## src/logic/emdb_pkg.sv

```systemverilog
// Package: register map, field positions, reset values and limits of the DMA bus control block
package emdb_pkg;
   // ======================================================================
   // Register byte offsets
   localparam logic [7:0] CFG_ADDR     = 8'h00;
   localparam logic [7:0] BURST_ADDR   = 8'h04;
   localparam logic [7:0] STATUS_ADDR  = 8'h08;
   localparam logic [7:0] CTRL_ADDR    = 8'h0c;
   localparam logic [7:0] STATE_ADDR   = 8'h10;
   // ======================================================================
   // Configuration register fields
   localparam int CFG_WEIGHT_LSB = 0;   // Two bits, weight 1..4 coded 0..3
   localparam int CFG_RATIO_LSB  = 2;   // Two bits, ratio 1:1..4:1 coded 0..3
   localparam int CFG_TXFIRST    = 4;
   localparam int CFG_STRICT     = 5;
   localparam int CFG_ALIGN      = 6;
   localparam int CFG_FIXBURST   = 7;
   localparam int CFG_VARBURST   = 8;
   localparam int CFG_EXTDESC    = 9;
   localparam int CFG_CHAINED    = 10;
   localparam int CFG_JUMBO      = 11;
   localparam int CFG_GAP_LSB    = 16;  // Five bits, 0..31 words
   localparam logic [31:0] CFG_RESET = 32'h0000_0000;
   // ======================================================================
   // Burst register fields
   localparam int BURST_RX_LSB = 0;     // Six bits each
   localparam int BURST_TX_LSB = 8;
   localparam logic [31:0] BURST_RESET = 32'h0000_0101;
   // ======================================================================
   // Status bit positions (write one to clear)
   localparam int ST_EARLY_RX = 0;
   localparam int ST_BUS_ERR  = 1;
   localparam int ST_EARLY_TX = 2;
   localparam int ST_RX_WDOG  = 3;
   localparam int ST_RX_NOBUF = 4;
   localparam int ST_RX_DONE  = 5;
   localparam int ST_TX_UFLOW = 6;
   localparam int ST_TX_JAB   = 7;
   localparam int ST_TX_NOBUF = 8;
   localparam int ST_TX_STOP  = 9;
   localparam int NUM_EVENTS  = 10;
   // ======================================================================
   // Control register bits (poll bits write one, self clearing)
   localparam int CTRL_ENABLE  = 0;     // Level: DMA enable
   localparam int CTRL_RX_POLL = 1;
   localparam int CTRL_TX_POLL = 2;
   // ======================================================================
   // Frame length limits in bytes, descriptor sizes in words
   localparam int unsigned LEN_STD   = 2048;
   localparam int unsigned LEN_JUMBO = 10240;
   localparam int DESC_BASE_WORDS     = 4;
   localparam int DESC_EXT_WORDS      = 8;
endpackage : emdb_pkg

```

## src/logic/emdb_wrr.sv

```systemverilog
// Weighted round robin arbiter between receive and transmit channels
`timescale 1ns/1ps
`default_nettype none
module emdb_wrr
(
   input  wire logic       clock,
   input  wire logic       rst,
   input  wire logic       rx_req,
   input  wire logic       tx_req,
   input  wire logic       done,
   input  wire logic [1:0] ratio,
   input  wire logic       tx_first,
   input  wire logic       strict,
   output logic            rx_gnt,
   output logic            tx_gnt
);
   // ======================================================================
   // Favoured channel gets ratio+1 grants per grant of the other one
   // Three bits so the 4:1 count can reach four without wrapping to zero
   logic [2:0] credit_q;
   logic [2:0] credit_d;
   logic       fav_req;
   logic       oth_req;
   logic       pick_fav;
   assign fav_req  = tx_first ? tx_req : rx_req;
   assign oth_req  = tx_first ? rx_req : tx_req;
   // Strict mode never looks at the ratio
   assign pick_fav = fav_req && (strict || !oth_req || credit_q <= {1'b0, ratio});
   assign rx_gnt   = tx_first ? (!pick_fav && oth_req) : pick_fav;
   assign tx_gnt   = tx_first ? pick_fav : (!pick_fav && oth_req);
   assign credit_d = !done ? credit_q :
                     (pick_fav && oth_req) ? credit_q + 3'd1 : 3'd0;
   always_ff @(posedge clock)
   begin
      if (rst)
         credit_q <= 3'd0;
      else
         credit_q <= credit_d;
   end
endmodule : emdb_wrr
`default_nettype wire

```

## src/logic/emdb_dma_bus.sv

```systemverilog
// Ethernet DMA bus control: APB registers, arbitration, burst and descriptor stepping, events
//
// Operation
// Descriptor gap count ranges 0 to 31 words
// Channel weight selectable from 1 to 4; the weight field is decoded but drives no logic
// Ratio 1:1 to 4:1, direction swappable
// Strict priority ignores the ratio
// Transmit-first favours transmit, else receive
// Strict mode: favoured channel always wins
// Otherwise weighted round robin arbitration
// Address align controls burst alignment
// Extended descriptor layout when option set
// Fixed or length-driven burst sizes
// Burst limits 1,2,4,8,16,32 words; the burst register takes any six-bit limit 0 to 63 unchecked
// Ring steps over gap words, wraps
// Chained mode follows next pointer
// Early receive after first buffer filled
// Bus error disables DMA, raises event
// Early transmit when frame in FIFO
// Receive watchdog above 2048/10240 bytes
// Host-owned receive descriptor suspends reception
// Jabber above 2048/10240 stops transmit
// Host-owned transmit descriptor suspends transmission
// Underflow suspends transmit, raises event
// Receive done after status write-back
// Status bits sticky until cleared individually
`timescale 1ns/1ps
`default_nettype none
module emdb_dma_bus
(
   input  wire logic        clock,
   input  wire logic        rst,
   // APB slave
   input  wire logic        psel,
   input  wire logic        penable,
   input  wire logic        pwrite,
   input  wire logic [7:0]  paddr,
   input  wire logic [31:0] pwdata,
   output logic [31:0]      prdata,
   output logic             pready,
   output logic             pslverr,
   // Channel requests from the DMA engines
   input  wire logic        rx_bus_req,
   input  wire logic        tx_bus_req,
   input  wire logic        bus_done,
   output logic             rx_bus_gnt,
   output logic             tx_bus_gnt,
   // Burst planning for the granted channel
   input  wire logic [31:0] xfer_addr,
   input  wire logic [15:0] xfer_words_left,
   input  wire logic        xfer_first,
   output logic [5:0]       burst_words,
   output logic             burst_fixed,
   // Descriptor stepping
   input  wire logic        desc_step,
   input  wire logic [31:0] desc_cur,
   input  wire logic [31:0] desc_next_ptr,
   input  wire logic        desc_last,
   input  wire logic [31:0] ring_base,
   output logic [31:0]      desc_next,
   output logic             extended_descriptor_layout,
   // Engine events
   input  wire logic        rx_first_buf_full,
   input  wire logic        bus_fatal,
   input  wire logic        tx_frame_in_fifo,
   input  wire logic        rx_byte,
   input  wire logic        rx_frame_end,
   input  wire logic        rx_status_written,
   input  wire logic        rx_desc_host_owned,
   input  wire logic        tx_byte,
   input  wire logic        tx_frame_end,
   input  wire logic        tx_desc_host_owned,
   input  wire logic        tx_underflow,
   // Process state
   output logic             dma_enabled,
   output logic             rx_running,
   output logic             tx_running,
   output logic             tx_abort
);
   // ======================================================================
   // Registers
   logic [31:0]                      cfg_q;
   logic [31:0]                      burst_q;
   logic [emdb_pkg::NUM_EVENTS-1:0]  status_q;
   logic [emdb_pkg::NUM_EVENTS-1:0]  set_ev;
   logic                             en_q;
   logic                             rx_run_q;
   logic                             tx_run_q;
   logic                             abort_q;
   logic [13:0]                      rx_len_q;
   logic [13:0]                      tx_len_q;
   logic                             rx_wd_seen_q;
   logic [31:0]                      prdata_q;
   // ======================================================================
   // Bus decode; the slave answers in the first access cycle
   logic wr_acc;
   logic rd_acc;
   logic hit;
   assign hit     = paddr == emdb_pkg::CFG_ADDR || paddr == emdb_pkg::BURST_ADDR ||
                    paddr == emdb_pkg::STATUS_ADDR || paddr == emdb_pkg::CTRL_ADDR ||
                    paddr == emdb_pkg::STATE_ADDR;
   assign wr_acc  = psel && penable && pwrite && hit;
   assign rd_acc  = psel && !penable && !pwrite;
   assign pready  = 1'b1;
   assign pslverr = psel && penable && !hit;
   assign prdata  = prdata_q;
   logic wr_cfg;
   logic wr_burst;
   logic wr_stat;
   logic wr_ctrl;
   assign wr_cfg   = wr_acc && paddr == emdb_pkg::CFG_ADDR;
   assign wr_burst = wr_acc && paddr == emdb_pkg::BURST_ADDR;
   assign wr_stat  = wr_acc && paddr == emdb_pkg::STATUS_ADDR;
   assign wr_ctrl  = wr_acc && paddr == emdb_pkg::CTRL_ADDR;
   // ======================================================================
   // Configuration fields
   logic [1:0] weight;
   logic [1:0] ratio;
   logic       transmit_first_select;
   logic       strict_priority_select;
   logic       burst_address_align;
   logic       fixed_length_burst;
   logic       variable_burst_type;
   logic       chained_mode;
   logic       jumbo;
   logic [4:0] descriptor_gap_words;
   logic [5:0] receive_burst_limit;
   logic [5:0] transmit_burst_limit;
   assign weight                 = cfg_q[emdb_pkg::CFG_WEIGHT_LSB +: 2];
   assign ratio                  = cfg_q[emdb_pkg::CFG_RATIO_LSB +: 2];
   assign transmit_first_select  = cfg_q[emdb_pkg::CFG_TXFIRST];
   assign strict_priority_select = cfg_q[emdb_pkg::CFG_STRICT];
   assign burst_address_align    = cfg_q[emdb_pkg::CFG_ALIGN];
   assign fixed_length_burst     = cfg_q[emdb_pkg::CFG_FIXBURST];
   assign variable_burst_type    = cfg_q[emdb_pkg::CFG_VARBURST];
   assign extended_descriptor_layout = cfg_q[emdb_pkg::CFG_EXTDESC];
   assign chained_mode           = cfg_q[emdb_pkg::CFG_CHAINED];
   assign jumbo                  = cfg_q[emdb_pkg::CFG_JUMBO];
   assign descriptor_gap_words   = cfg_q[emdb_pkg::CFG_GAP_LSB +: 5];
   assign receive_burst_limit    = burst_q[emdb_pkg::BURST_RX_LSB +: 6];
   assign transmit_burst_limit   = burst_q[emdb_pkg::BURST_TX_LSB +: 6];
   // ======================================================================
   // Arbitration; no grants while the engine is disabled
   logic rx_gnt_raw;
   logic tx_gnt_raw;
   emdb_wrr u_wrr
   (
      .clock    (clock),
      .rst      (rst),
      .rx_req   (rx_bus_req && en_q && rx_run_q),
      .tx_req   (tx_bus_req && en_q && tx_run_q),
      .done     (bus_done),
      .ratio    (ratio),
      .tx_first (transmit_first_select),
      .strict   (strict_priority_select),
      .rx_gnt   (rx_gnt_raw),
      .tx_gnt   (tx_gnt_raw)
   );
   assign rx_bus_gnt = rx_gnt_raw;
   assign tx_bus_gnt = tx_gnt_raw;
   // ======================================================================
   // Burst planning: clip to limit, to remaining length, to alignment
   logic [5:0]  lim;
   logic [5:0]  lim_len;
   logic [5:0]  to_bound;
   logic [5:0]  left6;
   logic        need_align;
   assign lim        = tx_gnt_raw ? transmit_burst_limit : receive_burst_limit;
   assign left6      = (xfer_words_left > 16'd32) ? 6'd32 : xfer_words_left[5:0];
   // Mixed bursts shrink to what is left; fixed bursts keep the full length
   assign lim_len    = (variable_burst_type && !fixed_length_burst && left6 < lim)
                       ? left6 : lim;
   assign need_align = burst_address_align && (fixed_length_burst || !xfer_first);
   assign to_bound   = lim - (xfer_addr[7:2] & (lim - 6'd1));
   assign burst_fixed = fixed_length_burst;
   always_ff @(posedge clock)
   begin
      if (rst)
         burst_words <= 6'd1;
      else
         burst_words <= (need_align && to_bound < lim_len) ? to_bound : lim_len;
   end
   // ======================================================================
   // Next descriptor address
   logic [31:0] desc_len;
   assign desc_len = 32'((extended_descriptor_layout ? emdb_pkg::DESC_EXT_WORDS
                          : emdb_pkg::DESC_BASE_WORDS) + descriptor_gap_words) << 2;
   always_ff @(posedge clock)
   begin
      if (rst)
         desc_next <= 32'h0000_0000;
      else if (desc_step)
         desc_next <= chained_mode ? desc_next_ptr :
                      desc_last ? ring_base : desc_cur + desc_len;
   end
   // ======================================================================
   // Frame length watchdogs
   logic [13:0] max_len;
   logic        rx_over;
   logic        tx_over;
   assign max_len = jumbo ? 14'(emdb_pkg::LEN_JUMBO) : 14'(emdb_pkg::LEN_STD);
   assign rx_over = rx_byte && rx_len_q == max_len && !rx_wd_seen_q;
   assign tx_over = tx_byte && tx_len_q == max_len && tx_run_q;
   always_ff @(posedge clock)
   begin
      if (rst || rx_frame_end)
         rx_len_q <= 14'h0000;
      else if (rx_byte && rx_len_q != max_len)
         rx_len_q <= rx_len_q + 14'h0001;
   end
   always_ff @(posedge clock)
   begin
      if (rst || rx_frame_end)
         rx_wd_seen_q <= 1'b0;
      else if (rx_over)
         rx_wd_seen_q <= 1'b1;
   end
   always_ff @(posedge clock)
   begin
      if (rst || tx_frame_end)
         tx_len_q <= 14'h0000;
      else if (tx_byte && tx_len_q != max_len)
         tx_len_q <= tx_len_q + 14'h0001;
   end
   // ======================================================================
   // Event collection
   always_comb
   begin
      set_ev = '0;
      set_ev[emdb_pkg::ST_EARLY_RX] = rx_first_buf_full;
      set_ev[emdb_pkg::ST_BUS_ERR]  = bus_fatal;
      set_ev[emdb_pkg::ST_EARLY_TX] = tx_frame_in_fifo;
      set_ev[emdb_pkg::ST_RX_WDOG]  = rx_over;
      set_ev[emdb_pkg::ST_RX_NOBUF] = rx_desc_host_owned && rx_run_q;
      set_ev[emdb_pkg::ST_RX_DONE]  = rx_status_written;
      set_ev[emdb_pkg::ST_TX_UFLOW] = tx_underflow && tx_run_q;
      set_ev[emdb_pkg::ST_TX_JAB]   = tx_over;
      set_ev[emdb_pkg::ST_TX_NOBUF] = tx_desc_host_owned && tx_run_q;
      set_ev[emdb_pkg::ST_TX_STOP]  = tx_over;
   end
   // Sticky status, write one to clear, a new event beats the clear
   always_ff @(posedge clock)
   begin
      if (rst)
         status_q <= '0;
      else
         status_q <= set_ev | (status_q & ~({emdb_pkg::NUM_EVENTS{wr_stat}}
                     & pwdata[emdb_pkg::NUM_EVENTS-1:0]));
   end
   // ======================================================================
   // Configuration registers
   always_ff @(posedge clock)
   begin
      if (rst)
      begin
         cfg_q   <= emdb_pkg::CFG_RESET;
         burst_q <= emdb_pkg::BURST_RESET;
      end
      else
      begin
         if (wr_cfg)
            cfg_q <= pwdata & 32'h001f_0fff;
         if (wr_burst)
            burst_q <= pwdata & 32'h0000_3f3f;
      end
   end
   // ======================================================================
   // Engine enable; a fatal bus error wins, and one write may enable and poll at once
   logic en_next;
   assign en_next = !bus_fatal && (wr_ctrl ? pwdata[emdb_pkg::CTRL_ENABLE] : en_q);
   always_ff @(posedge clock)
   begin
      if (rst || bus_fatal)
         en_q <= 1'b0;
      else if (wr_ctrl)
         en_q <= pwdata[emdb_pkg::CTRL_ENABLE];
   end
   // Receive process: suspends on a host-owned descriptor, poll resumes
   always_ff @(posedge clock)
   begin
      if (rst || !en_next)
         rx_run_q <= 1'b0;
      else if (rx_desc_host_owned)
         rx_run_q <= 1'b0;
      else if (wr_ctrl && pwdata[emdb_pkg::CTRL_RX_POLL])
         rx_run_q <= 1'b1;
   end
   // Transmit process: stops on jabber, suspends on underflow or host-owned descriptor
   always_ff @(posedge clock)
   begin
      if (rst || !en_next)
         tx_run_q <= 1'b0;
      else if (tx_over || tx_underflow || tx_desc_host_owned)
         tx_run_q <= 1'b0;
      else if (wr_ctrl && pwdata[emdb_pkg::CTRL_TX_POLL])
         tx_run_q <= 1'b1;
   end
   always_ff @(posedge clock)
   begin
      if (rst)
         abort_q <= 1'b0;
      else
         abort_q <= tx_over;
   end
   assign dma_enabled = en_q;
   assign rx_running  = rx_run_q;
   assign tx_running  = tx_run_q;
   assign tx_abort    = abort_q;
   // ======================================================================
   // Read data captured in setup so it stands through the access cycle
   logic [31:0] rd_mux;
   assign rd_mux = (paddr == emdb_pkg::CFG_ADDR)    ? cfg_q :
                   (paddr == emdb_pkg::BURST_ADDR)  ? burst_q :
                   (paddr == emdb_pkg::STATUS_ADDR) ? 32'(status_q) :
                   (paddr == emdb_pkg::CTRL_ADDR)   ? {31'h0, en_q} :
                   (paddr == emdb_pkg::STATE_ADDR)  ? {28'h0, abort_q, tx_run_q,
                                                       rx_run_q, en_q} :
                   32'h0000_0000;
   always_ff @(posedge clock)
   begin
      if (rst)
         prdata_q <= 32'h0000_0000;
      else if (rd_acc)
         prdata_q <= rd_mux;
   end
   // ======================================================================
   // Checks
   property p_bus_err_disables;
      @(posedge clock) disable iff (rst) bus_fatal |=> !en_q && status_q[emdb_pkg::ST_BUS_ERR];
   endproperty
   a_bus_err_disables: assert property (p_bus_err_disables) else $error("bus error not handled");
   property p_sticky;
      @(posedge clock) disable iff (rst) status_q[emdb_pkg::ST_RX_DONE] && !wr_stat
         |=> status_q[emdb_pkg::ST_RX_DONE];
   endproperty
   a_sticky: assert property (p_sticky) else $error("status bit lost");
   property p_set_wins;
      @(posedge clock) disable iff (rst) set_ev[emdb_pkg::ST_EARLY_RX] |=> status_q[emdb_pkg::ST_EARLY_RX];
   endproperty
   a_set_wins: assert property (p_set_wins) else $error("early receive lost");
   property p_strict_fav;
      @(posedge clock) disable iff (rst) strict_priority_select && !transmit_first_select
         && rx_bus_req && en_q && rx_run_q |-> rx_bus_gnt && !tx_bus_gnt;
   endproperty
   a_strict_fav: assert property (p_strict_fav) else $error("strict receive not favoured");
   property p_one_grant;
      @(posedge clock) disable iff (rst) !(rx_bus_gnt && tx_bus_gnt);
   endproperty
   a_one_grant: assert property (p_one_grant) else $error("two grants");
   property p_jabber_stop;
      @(posedge clock) disable iff (rst) tx_over |=> !tx_run_q && tx_abort && status_q[emdb_pkg::ST_TX_JAB];
   endproperty
   a_jabber_stop: assert property (p_jabber_stop) else $error("jabber not handled");
   property p_rx_suspend;
      @(posedge clock) disable iff (rst) rx_desc_host_owned && rx_run_q
         |=> !rx_run_q && status_q[emdb_pkg::ST_RX_NOBUF];
   endproperty
   a_rx_suspend: assert property (p_rx_suspend) else $error("receive not suspended");
   property p_uflow;
      @(posedge clock) disable iff (rst) tx_underflow && tx_run_q
         |=> !tx_run_q && status_q[emdb_pkg::ST_TX_UFLOW];
   endproperty
   a_uflow: assert property (p_uflow) else $error("underflow not handled");
   property p_burst_limit;
      @(posedge clock) disable iff (rst) ##1 burst_words <= $past(lim);
   endproperty
   a_burst_limit: assert property (p_burst_limit) else $error("burst over limit");
endmodule : emdb_dma_bus
`default_nettype wire

```

## config.mk

```make
export PLATFORM = sky130hd
export DESIGN_NAME = emdb_dma_bus
export DESIGN_NICKNAME = d
export VERILOG_FILES = /design/src/logic/emdb_pkg.sv /design/src/logic/emdb_wrr.sv /design/src/logic/emdb_dma_bus.sv
export SDC_FILE = /design/constraint.sdc
export NUM_CORES = 1
export LEC_CHECK = 0
export ABC_CLOCK_PERIOD_IN_PS = 7300
export BUFFER_PORTS_ARGS = -buffer_cell sky130_fd_sc_hd__buf_2
export CORE_MARGIN = 1.5
export CORE_UTILIZATION = 45
export CTS_CLUSTER_SIZE = 16
export DETAILED_ROUTE_END_ITERATION = 16
export GPL_TIMING_DRIVEN = 0
export PLACE_DENSITY_LB_ADDON = 0.08
export SETUP_SLACK_MARGIN = 0.15
export SLEW_MARGIN = 40
export SYNTH_ARGS = -nofsm -noshare
export SYNTH_HDL_FRONTEND = slang
export SYNTH_HIERARCHICAL = 1
export SYNTH_SLANG_ARGS = --single-unit
```

## constraint.sdc

```tcl
create_clock -name clock -period 7.3 [get_ports clock]
set_input_delay 1.46 -clock clock [delete_from_list [all_inputs] [get_ports clock]]
set_output_delay 1.46 -clock clock [all_outputs]
set_load 0.01 [all_outputs]
```

==> results.cfg <==
[logic_synthesis]
synth-edff-count = 0
synth_seq_area_share_pct = 34.62
yosysUniqueCellTypes = 68
syn_inst = 948
synth.area.top_cells = dfxtp_1 35%, nand2_1 5.7%, nor2_1 5.1%
synth_top_area_share_pct = 34.62
synth_most_common_cell = dfxtp_1
syn_area_um2 = 7632
avgSynthCellArea_um2 = 8.051
synth-seq-cells = 132
synth_ff_type = dfxtp_1
async_flop_share_pct = 0
synth_common_cells = 132 x dfxtp_1, 116 x nand2_1, 104 x nor2_1
yosysTopAreaCell = dfxtp_1
yosys_warnings = 6

[die]
die_area_um2 = 17750
coreArea_um2 = 16580
die_h_um = 133.2
rows = 47
die_w_um = 133.2
start_util_pct = 46.02
ios = 286

[setup_path]
max_stage_delay_ps = 540
cp.buffers_inverters = 4
cp_max_fo = 10
cp-start-kind = register
crit_path_end_kind = register
crit_required_ps = 7650
critPathKind = register to register
cpMostUsedCell = ha_1
arrival_ps = 6320
critPathSlowestCell = a211oi_1
worstPathCellList = inv_1 -> ha_1 -> nor2b_4 -> o311a_4 -> xnor2_1 -> a21oi_1 -> buf_6 -> mux2i_1 -> clkbuf_1 -> ha_1 -> a211oi_1 -> o21ai_0 -> a211oi_1 -> a22oi_1 -> o22a_1 -> ha_1 -> or4_1 -> o221ai_1 -> and3_1 -> buf_6 -> mux2_2 -> nor2_1
crit_family = compound AO/OA/AOI/OAI gates

[finish]
multi_input_area_um2 = 4583
regArea_um2 = 2643
syn_to_final_growth_pct = 27.13
nFillCells = 1619
finalNetCount = 1443
antenna_cells = 0
drive_gt1_share_pct = 24.98

[power_and_ir_drop]
p_comb_share_pct = 11.5
ir_drop_mv = 0.1633
power_mw = 1.835
p_int_mw = 1.358
net-switching-power_mw = 0.4769
p_clk_share_pct = 47.6
pwr-share-seq_pct = 40.9
p_leak_nw = 4.109
power_density_nw_per_um2 = 189.1
swShare_pct = 25.99

[routing]
via_per_inst = 5.461
dr.first_iter.drc_count = 439
first_pass_iters = 5
vias = 7869
ant_nets = 0
wirelength_um = 24830
drc = 0
post_drt_wl_per_cell_um = 17.23

[grt]
grtUsageTotal_pct = 27.93
grt_antenna_before_repair = 0
grt_max_degree = 17
overflow = 0
grt_pass1_vias = 7358
grt_pass1_wl_um = 38740

[cts]
cts_root_buffer = clkbuf_16
h-tree-depth = 4
cts_setup_buffers = 0
numCtsBuffers = 17
cts_resized = 0
insertion_delay_ps = 420
clock_path_buffers = 2
clk_pin_slew_ps = 60
hold_buffers = 0
cts_tree = yes
cts_sinks = 132

[sta]
period_needed_ps = 5963
tns_ps = 0
setup_viol_count_final = 0
slew_violations = 0
skew_ps = 8.001
final_hold_viol_count = 0
timing.final.crit_share_pct = 81.69
rsz0062_at_grt = no
relSlewSlack_pct = 47.86
worst_slew_pin_slew_ps = 776.9
setup_ws_ps = 1337
max_freq_mhz = 167.7

[placement]
dp_worst_setup_slack_ps = 958.1
portBuffers = 229
post-dp-hpwl_um = 19250
place.gp.congestion = 0.8925

[hold_path]
hold_class = register to register

[run_status]
status = completed

[job]
maxCapViolations = 0
-- through the flow --
step	cells	util, %	hold WS [ps]	area [um^2]
after floorplan	960	-	433.8	7677
after global placement	1409	54.87	442.3	9099
after detailed placement	1409	54.89	448.7	9102
after CTS	1441	58.51	456.4	9703
after global routing	1441	58.51	469.6	9703
final	1441	58.51	460.0	9703
-- power groups by stage --
stage	combinational [mW]	clock [mW]	sequential, mW
after floorplan	0.0945	0	0.772
after global placement	0.207	0	0.766
after detailed placement	0.209	0	0.766
after CTS	0.210	0.886	0.750
after global routing	0.231	0.924	0.751
final	0.211	0.874	0.750
-- final timing paths --
path,start,endpoint,slack [ps],depth (start not counted)
hold / removal,status_q[9]$_SDFF_PP0_,status_q[9]$_SDFF_PP0_,460,2
setup reg to reg,cfg_q[3]$_SDFFE_PP0P_,burst_words[1]$_SDFF_PP0_,1340,22
hold reg to reg,status_q[9]$_SDFF_PP0_,status_q[9]$_SDFF_PP0_,460,2
setup / recovery,cfg_q[3]$_SDFFE_PP0P_,burst_words[1]$_SDFF_PP0_,1340,22
-- worst reg2reg max path: stages (launching register included) --
cell and delay, ps:
dfxtp_1 350, inv_1 50, ha_1 320, nor2b_4 140
o311a_4 330, xnor2_1 150, a21oi_1 300, buf_6 210
mux2i_1 290, clkbuf_1 380, ha_1 330, a211oi_1 200
o21ai_0 240, a211oi_1 540, a22oi_1 180, o22a_1 240
ha_1 200, or4_1 520, o221ai_1 180, and3_1 200
buf_6 140, mux2_2 330, nor2_1 80
-- layout make-up --
type | count | area share (%)
repair buffers | 229 | 11.81
multi-input cells | 728 | 47.23
clock buffers | 20 | 4.707
inverters | 35 | 1.367
well taps | 220 | 2.837
clock inverters | 12 | 1.483
flip-flops and latches | 132 | 27.23
plain buffers | 65 | 3.327
-- per-layer routing --
layer | routed length (um) | GRT usage [%]
met2 | 11670 | 47.05
met4 | 714 | 11.05
met3 | 1746 | 5.327
met1 | 10700 | 35.33
met5 | 0 | 0
-- logic make-up after synthesis --
group | Yosys count | share of synthesized area (%)
AOI/OAI and AO/OA | 218 | 19.16
xor gates and xnor gates | 51 | 5.852
adders and majority gates | 29 | 4.951
buffers and inverters | 100 | 5.967
DFF | 132 | 34.62
muxes | 41 | 5.557
other | 2 | 0.09840
and+or+nand+nor | 375 | 23.79
-- registers in the layout, indices dropped and copies added, names as in the netlist --
signal / cells
burst_q: 12
burst_words: 6
prdata: 19
rx_len_q: 14
cfg_q: 17
tx_running: 1
u_wrr/credit_q: 3
tx_len_q: 14
rx_running: 1
dma_enabled: 1
tx_abort: 1
desc_next: 32
status_q: 10
rx_wd_seen_q: 1
-- cells in the final DEF (no fill, tap or decap), drive strengths merged, types with 27 or more instances in the layout --
| cell | n |
|---|---|
| a21oi | 71 |
| nand2 | 116 |
| nor2 | 104 |
| ha | 27 |
| buf | 254 |
| inv | 40 |
| clkbuf | 60 |
| o21ai | 30 |
| dfxtp | 132 |
| mux2i | 33 |
No activity file was read; power rests on OpenSTA's default activity.
